**config.mk**
```make
export PLATFORM = sky130hd
export DESIGN_NAME = base_clock_select_pll_control
export DESIGN_NICKNAME = d
export VERILOG_FILES = /design/src/clock_gen_pkg.sv /design/src/base_clock_select_pll_control.sv /design/src/clock_edge_divider.sv /design/src/base_clock_switch.sv
export SDC_FILE = /design/constraint.sdc
export NUM_CORES = 1
export LEC_CHECK = 0
export BUFFER_PORTS_ARGS = -buffer_cell sky130_fd_sc_hd__buf_2
export CORE_ASPECT_RATIO = 2
export CORE_UTILIZATION = 45
export DETAILED_ROUTE_END_ITERATION = 10
export PLACE_DENSITY = 0.77
export SYNTH_ARGS = -nofsm -noshare
export SYNTH_HDL_FRONTEND = slang
export SYNTH_SLANG_ARGS = --single-unit
```
**constraint.sdc**
```tcl
create_clock -name aclk -period 1.7 [get_ports aclk]
set_input_delay 0.34 -clock aclk [delete_from_list [all_inputs] [get_ports aclk]]
set_output_delay 0.34 -clock aclk [all_outputs]
set_load 0.005 [all_outputs]
```
**src/clock_gen_pkg.sv**
```systemverilog
`default_nettype none

package clock_gen_pkg;

    // register byte addresses on the bus
    localparam logic [31:0] ADDR_PLL_CONTROL = 32'h0000_0000;
    localparam logic [31:0] ADDR_BANDWIDTH_CONTROL = 32'h0000_0004;
    localparam logic [31:0] ADDR_VCO_LINEAR_MULTIPLIER = 32'h0000_0008;

    // register selector produced by the address decoder
    localparam logic [1:0] SEL_PLL_CONTROL = 2'h0;
    localparam logic [1:0] SEL_BANDWIDTH_CONTROL = 2'h1;
    localparam logic [1:0] SEL_VCO_LINEAR_MULTIPLIER = 2'h2;
    localparam logic [1:0] SEL_NONE = 2'h3;

    // pll_control fields
    localparam int BIT_LOCK_IRQ_ENABLE = 7;
    localparam int BIT_LOCK_CHANGE_FLAG = 6;
    localparam int BIT_PLL_POWER_ON = 5;
    localparam int BIT_BASE_CLOCK_SELECT = 4;
    localparam int BIT_PRESCALE_EXPONENT_LO = 2;
    localparam int BIT_VCO_RANGE_EXPONENT_LO = 0;

    // bandwidth_control fields
    localparam int BIT_AUTO_BANDWIDTH = 7;
    localparam int BIT_LOCK_INDICATOR = 6;

    // reset values
    localparam logic PLL_POWER_ON_RESET = 1'h1;
    localparam logic [1:0] EXPONENT_RESET = 2'h0;
    localparam logic [7:0] VCO_LINEAR_MULTIPLIER_RESET = 8'h40;

    // source edges (both directions) per half period of each divided clock
    localparam int OSC_DIV_EDGES = 2;
    localparam int VCO_DIV_EDGES = 3;

    // bus responses
    localparam logic [1:0] RESP_OKAY = 2'h0;
    localparam logic [1:0] RESP_SLVERR = 2'h2;

endpackage

`default_nettype wire

```
**src/base_clock_select_pll_control.sv**
```systemverilog
// How it works
// - select 1 gives vco/3, 0 gives osc/2
// - switch completes quickly, output held static meanwhile
// - select cannot be set while power bit clear
// - power bit cannot clear while select set
// - one write cannot change power and select
// - zero linear multiplier disables pll, forces oscillator
// - base clock 50 percent duty, half the oscillator or a third of the vco
// - irq enable writable only in automatic mode
// - lock change flag sets on every lock toggle
// - irq while flag and enable both set
// - manual mode: flag reads zero, no irq
// - reading control register clears lock change flag
// - power bit writable, enables vco, resets set
// - prescale field resets zero, locked while pll on
// - vco range field resets zero, locked while on
// - pll reference is buffered oscillator clock
// - automatic bandwidth bit, reset to manual
// - writing zero multiplier clears select; multiplier writes ignored while power bit set
`default_nettype none

module base_clock_select_pll_control
    import clock_gen_pkg::*;
(
    // system
    input wire logic aclk,
    input wire logic aresetn,
    // axi4-lite write address
    input wire logic [31:0] awaddr,
    input wire logic awvalid,
    output logic awready,
    // axi4-lite write data
    input wire logic [31:0] wdata,
    input wire logic [3:0] wstrb,
    input wire logic wvalid,
    output logic wready,
    // axi4-lite write response
    output logic [1:0] bresp,
    output logic bvalid,
    input wire logic bready,
    // axi4-lite read address
    input wire logic [31:0] araddr,
    input wire logic arvalid,
    output logic arready,
    // axi4-lite read data
    output logic [31:0] rdata,
    output logic [1:0] rresp,
    output logic rvalid,
    input wire logic rready,
    // clocks and lock detector, sampled on aclk
    input wire logic osc_clock,
    input wire logic vco_clock,
    input wire logic lock_detect,
    // clock generator outputs
    output logic base_clock_out,
    output logic pll_ref_clock,
    output logic switch_busy,
    output logic pll_irq,
    // settings for the analog loop
    output logic pll_enable,
    output logic [1:0] prescale_exponent,
    output logic [1:0] vco_range_exponent,
    output logic [7:0] vco_linear_multiplier
);

    function automatic logic [1:0] reg_select(input logic [31:0] addr);
        logic [31:0] word;
        word = {addr[31:2], 2'h0};
        if (word == ADDR_PLL_CONTROL)
            reg_select = SEL_PLL_CONTROL;
        else if (word == ADDR_BANDWIDTH_CONTROL)
            reg_select = SEL_BANDWIDTH_CONTROL;
        else if (word == ADDR_VCO_LINEAR_MULTIPLIER)
            reg_select = SEL_VCO_LINEAR_MULTIPLIER;
        else
            reg_select = SEL_NONE;
    endfunction

    // register state
    logic pll_power_on;
    logic base_clock_select;
    logic lock_irq_enable;
    logic lock_change_flag;
    logic auto_bandwidth;
    logic lock_q;

    // write channel holding
    logic aw_held;
    logic w_held;
    logic [31:0] awaddr_q;
    logic [31:0] wdata_q;
    logic wstrb_lo_q;

    // write decode
    wire logic do_write = aw_held & w_held & ~bvalid;
    wire logic [1:0] wr_sel = reg_select(awaddr_q);
    wire logic wr_ok = do_write & wstrb_lo_q;
    wire logic wr_ctl = wr_ok & (wr_sel == SEL_PLL_CONTROL);
    wire logic wr_bw = wr_ok & (wr_sel == SEL_BANDWIDTH_CONTROL);
    wire logic wr_mul = wr_ok & (wr_sel == SEL_VCO_LINEAR_MULTIPLIER) & ~pll_power_on;
    // unmapped writes answer with an error and change nothing
    wire logic [1:0] wr_resp = (wr_sel == SEL_NONE) ? RESP_SLVERR : RESP_OKAY;

    // read decode
    wire logic rd_take = arvalid & arready;
    wire logic [1:0] rd_sel = reg_select(araddr);
    wire logic rd_ctl = rd_take & (rd_sel == SEL_PLL_CONTROL);

    // control write interlocks, judged on the values held before the write
    wire logic wd_power = wdata_q[BIT_PLL_POWER_ON];
    wire logic wd_select = wdata_q[BIT_BASE_CLOCK_SELECT];
    wire logic multiplier_zero = (vco_linear_multiplier == 8'h00);
    wire logic power_request = wd_power | base_clock_select;
    wire logic power_changes = (power_request != pll_power_on);
    wire logic select_request = wd_select & pll_power_on & ~multiplier_zero;
    wire logic mul_write_zero = wr_mul & (wdata_q[7:0] == 8'h00);

    wire logic next_power = wr_ctl ? power_request : pll_power_on;
    wire logic next_select = mul_write_zero ? 1'h0 :
        (wr_ctl & ~power_changes) ? select_request : base_clock_select;
    wire logic next_irq_enable = (wr_ctl & auto_bandwidth) ?
        wdata_q[BIT_LOCK_IRQ_ENABLE] : lock_irq_enable;
    // a lock toggle in the same cycle as the clearing read wins
    wire logic next_flag = (lock_detect ^ lock_q) | (lock_change_flag & ~rd_ctl);

    // read data
    // the flag is shown as it stood before the clearing read lands
    wire logic [7:0] ctl_view = {lock_irq_enable & auto_bandwidth,
        lock_change_flag & auto_bandwidth,
        pll_power_on, base_clock_select, prescale_exponent, vco_range_exponent};
    wire logic [7:0] bw_view = {auto_bandwidth, lock_q & auto_bandwidth, 6'h00};
    wire logic [7:0] rd_view = (rd_sel == SEL_PLL_CONTROL) ? ctl_view :
        (rd_sel == SEL_BANDWIDTH_CONTROL) ? bw_view :
        (rd_sel == SEL_VCO_LINEAR_MULTIPLIER) ? vco_linear_multiplier : 8'h00;
    wire logic [1:0] rd_resp = (rd_sel == SEL_NONE) ? RESP_SLVERR : RESP_OKAY;

    // clock path
    wire logic osc_div;
    wire logic vco_div;
    // gated again here so a zero multiplier can never hand the vco through
    wire logic select_effective = base_clock_select & ~multiplier_zero;

    clock_edge_divider #(.EDGES(OSC_DIV_EDGES)) osc_divider
    (
        .aclk(aclk),
        .aresetn(aresetn),
        .src_clock(osc_clock),
        .div_clock(osc_div)
    );

    clock_edge_divider #(.EDGES(VCO_DIV_EDGES)) vco_divider
    (
        .aclk(aclk),
        .aresetn(aresetn),
        .src_clock(vco_clock),
        .div_clock(vco_div)
    );

    // both dividers count every source edge, giving even duty
    base_clock_switch clock_switch
    (
        .aclk(aclk),
        .aresetn(aresetn),
        .select_vco(select_effective),
        .osc_div(osc_div),
        .vco_div(vco_div),
        .clock_out(base_clock_out),
        .busy(switch_busy)
    );

    // write address and data, taken in either order, one write at a time
    always_ff @(posedge aclk)
    begin
        if (!aresetn)
        begin
            awready <= 1'h1;
            wready <= 1'h1;
            aw_held <= 1'h0;
            w_held <= 1'h0;
            awaddr_q <= 32'h0000_0000;
            wdata_q <= 32'h0000_0000;
            wstrb_lo_q <= 1'h0;
            bvalid <= 1'h0;
            bresp <= RESP_OKAY;
        end
        else
        begin
            if (awvalid & awready)
            begin
                awaddr_q <= awaddr;
                aw_held <= 1'h1;
                awready <= 1'h0;
            end
            if (wvalid & wready)
            begin
                wdata_q <= wdata;
                wstrb_lo_q <= wstrb[0];
                w_held <= 1'h1;
                wready <= 1'h0;
            end
            if (do_write)
            begin
                aw_held <= 1'h0;
                w_held <= 1'h0;
                bvalid <= 1'h1;
                bresp <= wr_resp;
            end
            // readies come back only once the response is taken: one write at a time
            if (bvalid & bready)
            begin
                bvalid <= 1'h0;
                awready <= 1'h1;
                wready <= 1'h1;
            end
        end
    end

    // reads answer one cycle after the address is taken
    // arready stays low while data waits, so reads never overlap
    always_ff @(posedge aclk)
    begin
        if (!aresetn)
        begin
            arready <= 1'h1;
            rvalid <= 1'h0;
            rdata <= 32'h0000_0000;
            rresp <= RESP_OKAY;
        end
        else if (rd_take)
        begin
            arready <= 1'h0;
            rvalid <= 1'h1;
            rdata <= {24'h000000, rd_view};
            rresp <= rd_resp;
        end
        else if (rvalid & rready)
        begin
            rvalid <= 1'h0;
            arready <= 1'h1;
        end
    end

    // control and status registers
    always_ff @(posedge aclk)
    begin
        if (!aresetn)
        begin
            pll_power_on <= PLL_POWER_ON_RESET;
            base_clock_select <= 1'h0;
            lock_irq_enable <= 1'h0;
            lock_change_flag <= 1'h0;
            auto_bandwidth <= 1'h0;
            lock_q <= 1'h0;
            prescale_exponent <= EXPONENT_RESET;
            vco_range_exponent <= EXPONENT_RESET;
            vco_linear_multiplier <= VCO_LINEAR_MULTIPLIER_RESET;
        end
        else
        begin
            pll_power_on <= next_power;
            base_clock_select <= next_select;
            lock_irq_enable <= next_irq_enable;
            lock_change_flag <= next_flag;
            lock_q <= lock_detect;
            if (wr_bw)
                auto_bandwidth <= wdata_q[BIT_AUTO_BANDWIDTH];
            if (wr_ctl & ~pll_power_on)
            begin
                // range settings only move while the loop is off
                prescale_exponent <= wdata_q[BIT_PRESCALE_EXPONENT_LO +: 2];
                vco_range_exponent <= wdata_q[BIT_VCO_RANGE_EXPONENT_LO +: 2];
            end
            if (wr_mul)
                vco_linear_multiplier <= wdata_q[7:0];
        end
    end

    // pin outputs, one register stage each
    always_ff @(posedge aclk)
    begin
        if (!aresetn)
        begin
            pll_ref_clock <= 1'h0;
            pll_enable <= 1'h0;
            pll_irq <= 1'h0;
        end
        else
        begin
            pll_ref_clock <= osc_clock;
            // the loop only runs with a usable multiplier, whatever the power bit says
            pll_enable <= pll_power_on & ~multiplier_zero;
            // level: drops once a read clears the flag or enable goes away
            pll_irq <= lock_change_flag & lock_irq_enable & auto_bandwidth;
        end
    end

endmodule // base_clock_select_pll_control

`default_nettype wire

```
**src/clock_edge_divider.sv**
```systemverilog
`default_nettype none

// divides a sampled source clock by EDGES with 50 percent duty:
// every edge of the source counts, so odd ratios stay symmetric
module clock_edge_divider
    import clock_gen_pkg::*;
#(
    parameter int EDGES = 2
)
(
    // system
    input wire logic aclk,
    input wire logic aresetn,
    // source clock level, sampled on aclk
    input wire logic src_clock,
    // divided clock
    output logic div_clock
);

    logic src_q;
    logic [1:0] edge_count;
    wire logic src_edge = src_clock ^ src_q;
    wire logic last_edge = (edge_count == 2'(EDGES - 1));

    always_ff @(posedge aclk)
    begin
        if (!aresetn)
        begin
            src_q <= 1'h0;
            edge_count <= 2'h0;
            div_clock <= 1'h0;
        end
        else
        begin
            src_q <= src_clock;
            if (src_edge)
            begin
                edge_count <= last_edge ? 2'h0 : edge_count + 2'h1;
                div_clock <= last_edge ? ~div_clock : div_clock;
            end
        end
    end

endmodule // clock_edge_divider

`default_nettype wire

```
**src/base_clock_switch.sv**
```systemverilog
`default_nettype none

// glitch-free change of base clock source: the output freezes at its
// present level and is handed over only once the new divided clock
// shows the same level, so no runt pulse reaches the clock generator
module base_clock_switch
    import clock_gen_pkg::*;
(
    // system
    input wire logic aclk,
    input wire logic aresetn,
    // requested source, 1 = divided vco
    input wire logic select_vco,
    // divided sources
    input wire logic osc_div,
    input wire logic vco_div,
    // output
    output logic clock_out,
    output logic busy
);

    typedef enum logic {RUN, HOLD} switch_state_t;

    switch_state_t state;
    logic current_vco;
    wire logic target_div = select_vco ? vco_div : osc_div;
    wire logic current_div = current_vco ? vco_div : osc_div;
    wire logic match = (target_div == clock_out);

    always_ff @(posedge aclk)
    begin
        if (!aresetn)
        begin
            state <= RUN;
            current_vco <= 1'h0;
            clock_out <= 1'h0;
            busy <= 1'h0;
        end
        else
        begin
            unique case (state)
                RUN:
                begin
                    if (select_vco != current_vco)
                    begin
                        state <= HOLD;
                        busy <= 1'h1;
                    end
                    else
                    begin
                        clock_out <= current_div;
                    end
                end
                HOLD:
                begin
                    // output stays static until the new source lines up
                    if (match)
                    begin
                        state <= RUN;
                        current_vco <= select_vco;
                        busy <= 1'h0;
                    end
                end
            endcase
        end
    end

endmodule // base_clock_switch

`default_nettype wire

```
==> impl_metrics.py, run 1 <==
metrics = {
    "run_status": {
        "outcome": "finished clean",
    },
    "worst_setup_path": {
        "start_kind": "register",
        "crit_cells": 7,
        "startpoint": "awaddr_q[24]",
        "critPathKind": "register to register",
        "r2r_setup_slack_ns": 0.008,
        "rr_worst_depth": 7,
        "reg2reg_from": "awaddr_q[24]",
        "cp-endpoint": "base_clock_select",
        "cp.required_ns": 1.96,
        "crit_family": "simple AND/OR/NAND/NOR gates",
        "crit_fanout": 4,
        "reg2reg_to": "base_clock_select",
        "crit_path_end_kind": "register",
        "crit_buf_inv": 2,
        "arrival_ns": 1.95,
        "slowest_stage": "dfxtp_2",
        "cp_slowest_stage_delay_ns": 0.34,
        "timing.critical_path.cells": "nor4_4, nand4_1, buf_6, nor4_4, buf_4, nand4_1, a211oi_2",
    },
    "power": {
        "leakage_uw": 0.00217,
        "power_density_nw_per_um2": 966,
        "irDropWorstVdd_v": 0.000781,
    },
    "floorplanning": {
        "ios": 168,
        "die_area_sq_um": 8800,
        "core_region_area_sq_um": 8230,
        "rows": 47,
        "die_w_um": 66.8,
        "start_util": 0.459,
        "die_h_um": 132,
    },
    "run": {
        "maxCapViolCount": 0,
    },
    "global_route": {
        "grt.total_usage": 0.212,
        "first_global_vias": 3247,
        "grt_antenna_before_repair": 0,
        "grt_max_degree": 30,
        "grt_pass1_wl_um": 14300,
        "grt.overflow.total": 0,
    },
    "sta": {
        "skew_ns": 0.00614,
        "setup_ws_ns": 0.00838,
        "period_minus_slack_ns": 1.69,
        "final_hold_viol_count": 0,
        "max_freq_mhz": 591,
        "drv_slew": 0,
        "setup-tns-final_ns": 0,
        "setup_viol": 0,
        "fin_crit_sh": 0.995,
        "rsz0062_at_grt": "yes",
    },
    "cells_and_area": {
        "drive_above_1_share": 0.306,
        "diodes": 0,
        "area_delta_synth_final_pct": 30.5,
        "final_core_util": 0.600,
        "fin_area_sq_um": 4940,
        "ff_latch_area_sq_um": 1770,
        "fillers": 746,
        "multi_input_area_sq_um": 1910,
        "finalNetCount": 681,
    },
    "clocking": {
        "cts_sinks": 88,
        "clk_latency_ns": 0.33,
        "cts.clk_slew.worst_paths_ns": 0.06,
        "cts_tree": "done",
        "h-tree-depth": 3,
        "cts_root_buffer": "clkbuf_16",
        "hold_buffers": 0,
        "clockBufferDepth": 2,
        "cts_buffers": 9,
    },
    "placement": {
        "gp_congestion": 0.811,
        "pre_cts_slack_ns": -0.131,
        "dp_hpwl_um": 6750,
        "placed_area_sq_um": 4470,
        "io_buffer_count": 110,
    },
    "yosys": {
        "ys.warnings.count": 0,
        "synth-edff-count": 0,
        "synth_top_cell_by_area": "dfxtp_1",
        "yosysMostFrequentCell": "nand2_1",
        "synth_area_sq_um": 3780,
        "yosysSeqAreaShare": 0.466,
        "yosys-top-cells-count": "nand2_1, dfxtp_1, a21boi_0, buf_4, o21ai_0",
        "synth_seq_cells": 88,
        "synth_cell_types": 37,
        "async_flop_share": 0,
        "synth.top_cell.area_share": 0.466,
        "syn_area_per_cell_sq_um": 8.52,
        "syn_inst": 444,
        "synth_area_leaders": "dfxtp_1, nand2_1, a21boi_0",
        "synthFlopType": "dfxtp_1",
    },
    "detailed_routing": {
        "totalWireLength_um": 8900,
        "antenna_left": 0,
        "routed_via_density": 5.06,
        "num_vias": 3409,
        "wire_per_inst_um": 13.2,
        "drtIter0Drc": 87,
        "drc": 0,
        "dr.pass1.iters": 6,
    },
    "hold_path": {
        "hold_class": "input port to register",
    },
}
-- power breakdown --
group	switching, uW	leakage, uW	internal, uW	total [uW]
clock	769	0.000152	1320	2090
sequential	79.3	0.000721	2150	2230
combinational	221	0.00130	222	443
total	1070	0.00217	3700	4770
-- worst min-delay path by stage --
| stage | startpoint | endpoint | cells past startpoint |
|---|---|---|---|
| floorplan | lock_change_flag | pll_irq | 2 |
| global placement | clock_switch.busy | clock_switch.busy | 2 |
| detailed placement | clock_switch.busy | clock_switch.busy | 2 |
| CTS | awvalid | awready | 2 |
| global route | wvalid | wready | 2 |
| finish | awvalid | awready | 2 |
-- metal layers --
| layer | global-route usage | up-vias | share of wire |
|---|---|---|---|
| met2 | 0.399 | 127 | 0.55 |
| met4 | 0.0993 | 0 | 0.031 |
| met3 | 0.0460 | 22 | 0.052 |
| li1 | - | 1710 | - |
| met1 | 0.204 | 1550 | 0.36 |
| met5 | 0 | - | 0 |
-- registers in the layout, summed over array words and instances (netlist names), 2 cells and up --
| signal | count |
|---|---|
| awaddr_q | 30 |
| rdata | 8 |
| vco_linear_multiplier | 8 |
| wdata_q | 8 |
| osc_divider.edge_count | 2 |
| prescale_exponent | 2 |
| vco_divider.edge_count | 2 |
| vco_range_exponent | 2 |
-- layout by cell type, fill, tap and decap left out, drive strengths merged, types with 3 or more instances in the layout --
cell,netlist,layout
buf,27,138
nand2,103,103
dfxtp,88,88
a21boi,42,42
conb,1,26
o21ai,22,22
nor4,20,20
mux2i,14,14
inv,13,13
nor2,13,13
and2,11,11
clkbuf,20,11
nor2b,10,10
nand3,7,7
a21oi,7,7
a22oi,6,6
nand4,5,5
xor2,5,5
nor3,5,5
and3,4,4
a211oi,4,4
xnor2,3,3
-- cell families after synthesis --
logic type      count (synthesis)  synth area share
simple gates                  183             0.231
compound gates                 90             0.160
mux                            14            0.0371
buf+inv                        60            0.0864
flops                          88             0.466
other cells                     1          0.000992
xor+xnor                        8            0.0185
-- metrics by stage --
step | instances | hold slack, ns | power (uW)
floorplan | 469 | 0.437 | 2530
detailed placement | 656 | 0.455 | 2680
global route | 674 | 0.230 | 4970
global placement | 656 | 0.447 | 2670
finish | 674 | 0.224 | 4770
CTS | 673 | 0.200 | 4810
-- repair_timing --
| item | 4_1_cts | 5_1_grt |
|---|---|---|
| hold endpoints to repair | 0 | 0 |
| setup buffers | 1 | 2 |
| setup endpoints to repair | 15 | 20 |
| pin swaps | 6 | 5 |
| resized for setup | 10 | 15 |
-- cell type report --
type / count / share of cell area
clock buffer: 11 / 0.0492
sequential: 88 / 0.358
timing repair buffer: 138 / 0.156
multi-input combinational: 321 / 0.386
inverter: 13 / 0.00989
clock inverter: 5 / 0.0162
tap: 98 / 0.0248
(Power assumes the default switching activity.)
==> inputs of run 2 (changes only) <==
--- a/config.mk
+++ b/config.mk
@@ -7,9 +7,11 @@
 export LEC_CHECK = 0
 export BUFFER_PORTS_ARGS = -buffer_cell sky130_fd_sc_hd__buf_2
 export CORE_ASPECT_RATIO = 2
-export CORE_UTILIZATION = 45
+export CORE_UTILIZATION = 47
 export DETAILED_ROUTE_END_ITERATION = 10
-export PLACE_DENSITY = 0.77
+export PLACE_DENSITY = 0.8
+export RECOVER_POWER = 50
+export SLEW_MARGIN = 20
 export SYNTH_ARGS = -nofsm -noshare
 export SYNTH_HDL_FRONTEND = slang
 export SYNTH_SLANG_ARGS = --single-unit
==> run 2 against run 1 <==
Against the previous run: the run now ends with negative setup slack left; critical path depth is the same; final cell count shrank 0.45%; wire length decreased by 3.1%; combinational power shrank 2%; flip-flop and latch count is the same.
==> impl_metrics.py, run 2 (same netlist as run 1, synthesis figures left out) <==
metrics = {
    "run_status": {
        "outcome": "finished with violations",
        "failed_checks": "negative setup slack",
    },
    "placement": {
        "dp_hpwl_um": 6390,
        "gp_congestion": 0.749,
        "pre_cts_slack_ns": -0.128,
        "io_buffer_count": 110,
    },
    "detailed_routing": {
        "drc": 0,
        "num_vias": 3412,
        "routed_via_density": 5.08,
        "dr.pass1.iters": 4,
        "totalWireLength_um": 8620,
        "drtIter0Drc": 104,
        "wire_per_inst_um": 12.8,
        "antenna_left": 0,
    },
    "sta": {
        "max_freq_mhz": 577,
        "drv_slew": 0,
        "setup_ws_ns": -0.0327,
        "period_minus_slack_ns": 1.73,
        "final_hold_viol_count": 0,
        "fin_crit_sh": 1.02,
        "rsz0062_at_grt": "yes",
        "skew_ns": 0.00603,
        "setup_viol": 3,
    },
    "worst_setup_path": {
        "crit_fanout": 4,
        "start_kind": "register",
        "timing.critical_path.cells": "nor4_4, nand4_1, buf_4, nor4_4, buf_4, nand4_1, a211oi_2",
        "crit_family": "simple AND/OR/NAND/NOR gates",
        "slowest_stage": "dfxtp_2",
        "cp.required_ns": 1.95,
        "cp_slowest_stage_delay_ns": 0.34,
        "crit_buf_inv": 2,
        "crit_path_end_kind": "register",
        "critPathKind": "register to register",
        "arrival_ns": 1.99,
    },
    "cells_and_area": {
        "finalNetCount": 679,
        "final_common_cell": "buf_2",
        "layout_common_cells": "buf_2, nand2_1, dfxtp_1",
        "final_core_util": 0.619,
        "fillers": 700,
        "largest_register_ffs": 30,
        "drive_above_1_share": 0.296,
        "area_delta_synth_final_pct": 29.0,
        "largest_register": "awaddr_q",
    },
    "global_route": {
        "grt.overflow.total": 0,
        "grt_pass1_wl_um": 13800,
        "grt_max_degree": 31,
        "grt_antenna_before_repair": 1,
        "first_global_vias": 3110,
        "grt.total_usage": 0.214,
    },
    "clocking": {
        "cts.clk_slew.worst_paths_ns": 0.06,
        "hold_buffers": 0,
        "clk_latency_ns": 0.33,
        "cts_sinks": 88,
        "cts_tree": "done",
        "clockBufferDepth": 2,
        "cts_buffers": 9,
        "h-tree-depth": 3,
        "cts_root_buffer": "clkbuf_16",
    },
    "power": {
        "irDropWorstVdd_v": 0.000814,
        "power_density_nw_per_um2": 954,
        "leakage_uw": 0.00215,
        "combPwrFrac": 0.094,
        "swShare": 0.227,
        "pwr-share-seq": 0.480,
        "p_switching_uw": 1060,
        "p_clk_frac": 0.426,
        "p_int_uw": 3590,
    },
    "run": {
        "maxCapViolCount": 0,
    },
    "floorplanning": {
        "core_region_area_sq_um": 7890,
        "die_w_um": 65.4,
        "ios": 168,
        "die_area_sq_um": 8430,
        "start_util": 0.480,
        "die_h_um": 129,
        "rows": 46,
    },
    "hold_path": {
        "hold_class": "input port to register",
    },
}
==> run 2: cell count changes in the layout (fill, tap and decap cells not counted), sizes merged <==
| cell | delta |
|---|---|
| clkinv | -1 |
| clkinvlp | -1 |
| bufinv | -1 |
| buf | -2 |
| diode | +1 |
| clkbuf | +3 |
==> run 2: through the flow <==
| stage | hold WS, ns | cell area [sq um] | total power [uW] | cells | setup TNS, ns |
|---|---|---|---|---|---|
| floorplan | 0.437 | 3870 | 2530 | 469 | 0 |
| global placement | 0.447 | 4460 | 2660 | 653 | -0.870 |
| detailed placement | 0.460 | 4460 | 2680 | 653 | -1.45 |
| CTS | 0.201 | 4820 | 4670 | 670 | -0.111 |
| global route | 0.220 | 4880 | 4850 | 671 | -1.66 |
| finish | 0.214 | 4880 | 4650 | 671 | -0.0541 |
==> run 2: final cells by class <==
cell class | count | area, sq um | area share
Timing Repair Buffer | 136 | 749 | 0.154
Clock buffer | 14 | 264 | 0.0541
Tap cell | 96 | 120 | 0.0246
Sequential cell | 88 | 1770 | 0.362
Clock inverter | 2 | 37.5 | 0.00770
Multi-Input combinational cell | 321 | 1890 | 0.387
Inverter | 13 | 48.8 | 0.0100
Antenna cell | 1 | 2.50 | 0.000513
==> run 2: repair_timing <==
item,CTS,global route
gates resized for setup,10,11
setup endpoints to repair,15,21
setup buffers,1,0
cloned,0,0
pin swaps,4,6
==> run 2: power by group through the flow <==
stage / Sequential [uW] / Combinational, uW / Clock [uW]
detailed placement: 2260 / 414 / 0
global route: 2240 / 498 / 2110
floorplan: 2250 / 282 / 0
CTS: 2230 / 430 / 2010
finish: 2230 / 436 / 1980
global placement: 2260 / 401 / 0
==> run 2: worst reg2reg max path: stages (launching register included) <==
cell and delay [ns]:
dfxtp_2 0.34, nor4_4 0.27, nand4_1 0.11, buf_4 0.17
nor4_4 0.29, buf_4 0.19, nand4_1 0.11, a211oi_2 0.18
==> run 2: worst paths after layout <==
kind	from	endpoint	slack, ns	depth (start not counted)
worst max register to register	awaddr_q[21]	base_clock_select	-0.03	7
worst min-delay path	awvalid	awready	0.21	2
worst max-delay path	awaddr_q[21]	base_clock_select	-0.03	7
worst min register to register	clock_switch.busy	clock_switch.busy	0.47	2
==> run 2: metal layers <==
layer,vias up,part of all wire,GRT usage
met3,9,0.054,0.0629
met1,1571,0.37,0.211
met5,-,0,0
li1,1705,-,-
met4,0,0.017,0.109
met2,127,0.56,0.392
==> inputs of run 3 (changes only) <==
--- a/config.mk
+++ b/config.mk
@@ -7,11 +7,12 @@
 export LEC_CHECK = 0
 export BUFFER_PORTS_ARGS = -buffer_cell sky130_fd_sc_hd__buf_2
 export CORE_ASPECT_RATIO = 2
-export CORE_UTILIZATION = 47
+export CORE_UTILIZATION = 49
 export DETAILED_ROUTE_END_ITERATION = 10
-export PLACE_DENSITY = 0.8
+export PLACE_DENSITY = 0.81
 export RECOVER_POWER = 50
 export SLEW_MARGIN = 20
 export SYNTH_ARGS = -nofsm -noshare
 export SYNTH_HDL_FRONTEND = slang
+export SYNTH_HIERARCHICAL = 1
 export SYNTH_SLANG_ARGS = --single-unit
==> run 3 against run 2 <==
Against the previous run: the run now ends clean; synthesized area grew 11%; core utilization up 0.27 points; global-route usage rose by 0.80 points; die area increased by 6.3%.
==> impl_metrics.py, run 3 <==
metrics = {
    "run_status": {
        "outcome": "finished clean",
    },
    "detailed_routing": {
        "totalWireLength_um": 9280,
        "num_vias": 3550,
        "drtIter0Drc": 161,
        "drc": 0,
        "dr.pass1.iters": 4,
        "routed_via_density": 5.16,
        "wire_per_inst_um": 13.5,
        "antenna_left": 0,
    },
    "placement": {
        "gp_congestion": 0.830,
        "io_buffer_count": 110,
        "pre_cts_slack_ns": -0.129,
        "dp_hpwl_um": 7040,
    },
    "yosys": {
        "syn_inst": 464,
        "synth_top_cell_by_area": "dfxtp_1",
        "yosysMostFrequentCell": "nand2_1",
        "yosysSeqAreaShare": 0.425,
        "synth_cell_types": 52,
        "ys.warnings.count": 6,
        "synthFlopType": "dfxtp_1",
        "synth-edff-count": 0,
        "synth_area_leaders": "dfxtp_1, nand2_1, a21boi_0",
        "syn_area_per_cell_sq_um": 9.04,
        "yosys-top-cells-count": "nand2_1, dfxtp_1, a21boi_0, buf_4, clkbuf_1",
        "synth.top_cell.area_share": 0.425,
        "async_flop_share": 0,
        "synth_seq_cells": 89,
        "synth_area_sq_um": 4200,
    },
    "cells_and_area": {
        "largest_register_ffs": 30,
        "final_common_cell": "nand2_1",
        "largest_register": "awaddr_q",
        "finalNetCount": 696,
        "area_delta_synth_final_pct": 22.8,
        "drive_above_1_share": 0.286,
        "layout_common_cells": "nand2_1, buf_2, dfxtp_1",
        "fillers": 728,
        "final_core_util": 0.621,
        "diodes": 0,
    },
    "sta": {
        "rsz0062_at_grt": "yes",
        "setup_viol": 0,
        "drv_slew": 0,
        "skew_ns": 0.00641,
        "setup-tns-final_ns": 0,
        "period_minus_slack_ns": 1.66,
        "final_hold_viol_count": 0,
        "setup_ws_ns": 0.0388,
        "worst_pin_slew_ns": 0.530,
        "max_freq_mhz": 602,
        "fin_hold_ws_ns": 0.203,
        "slew_headroom": 0.647,
        "fin_crit_sh": 0.977,
    },
    "power": {
        "power_density_nw_per_um2": 879,
        "swShare": 0.240,
        "power_uw": 4530,
        "leakage_uw": 0.00225,
        "p_switching_uw": 1090,
        "pwr-share-seq": 0.500,
        "p_clk_frac": 0.390,
        "combPwrFrac": 0.110,
        "irDropWorstVdd_v": 0.000708,
        "p_int_uw": 3440,
    },
    "global_route": {
        "grt_antenna_before_repair": 0,
        "grt.total_usage": 0.222,
        "first_global_vias": 3533,
        "grt_pass1_wl_um": 15300,
        "grt_max_degree": 32,
        "grt.overflow.total": 0,
    },
    "worst_setup_path": {
        "startpoint": "awaddr_q[22]",
        "reg2reg_from": "awaddr_q[22]",
        "arrival_ns": 1.92,
        "r2r_setup_slack_ns": 0.04,
        "reg2reg_to": "prescale_exponent[0]",
        "critPathKind": "register to register",
        "cp.required_ns": 1.96,
        "start_kind": "register",
        "crit_fanout": 4,
        "rr_worst_depth": 5,
        "crit_path_end_kind": "register",
    },
    "floorplanning": {
        "die_h_um": 133,
        "rows": 47,
        "ios": 168,
        "die_w_um": 67.4,
        "start_util": 0.506,
        "core_region_area_sq_um": 8290,
        "die_area_sq_um": 8960,
    },
    "hold_path": {
        "hold_start": "awvalid",
        "hold_class": "input port to register",
        "hold-path-endpoint": "awready",
        "whs_path_depth": 2,
    },
    "clocking": {
        "cts_root_buffer": "clkbuf_16",
        "cts_buffers": 9,
        "cts_sinks": 89,
        "cts_tree": "done",
        "cts.clk_slew.worst_paths_ns": 0.06,
        "h-tree-depth": 3,
        "hold_buffers": 0,
        "clk_latency_ns": 0.34,
        "clockBufferDepth": 2,
    },
    "run": {
        "maxCapViolCount": 0,
    },
}
-- run 3: changes by cell type after synthesis, moves of 7 or more --
cell and delta:
inv_1 -8, nand2_1 +13, and4_1 +7, a21boi_0 +10, o21ai_0 -11
-- run 3: worst max-delay path by stage --
stage | to | cells after the start
2_1_floorplan | clock_switch/busy | 7
3_3_place_gp | clock_switch/busy | 6
3_5_place_dp | clock_switch/busy | 6
4_1_cts | prescale_exponent[0] | 5
5_1_grt | prescale_exponent[0] | 5
6_report | prescale_exponent[0] | 5
-- run 3: critical path, cell delays in order, from the launching register on --
cell and delay (ns):
dfxtp_2 0.34, nor4_4 0.35, nand4_2 0.17, nor4b_4 0.32
buf_4 0.19, mux2i_1 0.21
-- run 3: cells by family after synthesis --
family,Yosys count,synth area share
and+or+nand+nor,207,0.282
DFF,89,0.425
AOI/OAI and AO/OA,81,0.138
buffers and inverters,56,0.0802
muxes,25,0.0623
xor gates and xnor gates,5,0.0122
other,1,0.000894
-- run 3: repair_timing --
| item | CTS | global route |
|---|---|---|
| pin swaps | 3 | 8 |
| gates resized for setup | 3 | 13 |
| hold endpoints to repair | 0 | 0 |
| endpoints found under the setup margin | 5 | 19 |
| setup buffers | 3 | 1 |
-- run 3: stage by stage --
step / instances / instance area [sq um]
3_3_place_gp: 669 / 4840
3_5_place_dp: 669 / 4840
6_report: 688 / 5150
5_1_grt: 688 / 5150
2_1_floorplan: 489 / 4290
4_1_cts: 687 / 5140
-- run 3: layout make-up --
cell class              instances  area [sq um]  share of cell area
well taps                      98           123              0.0238
multi-input cells             344          2220               0.430
flip-flops and latches         89          1780               0.346
repair buffers                137           744               0.145
clock inverters                 3          17.5             0.00340
clock buffers                  12           246              0.0479
inverters                       5          18.8             0.00364
-- run 3: power groups by stage --
stage / Combinational (uW) / Clock (uW) / Sequential (uW)
3_5_place_dp: 505 / 0 / 2310
2_1_floorplan: 359 / 0 / 2290
5_1_grt: 565 / 1870 / 2280
4_1_cts: 508 / 1810 / 2260
3_3_place_gp: 491 / 0 / 2300
6_report: 497 / 1760 / 2260
-- run 3: per-layer routing --
metal	wire length [um]	share of wire	global-route usage	vias up
li1	-	-	-	1791
met2	5220	0.56	0.412	118
met1	3350	0.36	0.225	1620
met3	434	0.047	0.0302	21
met4	283	0.030	0.116	0
met5	0	0	0	-
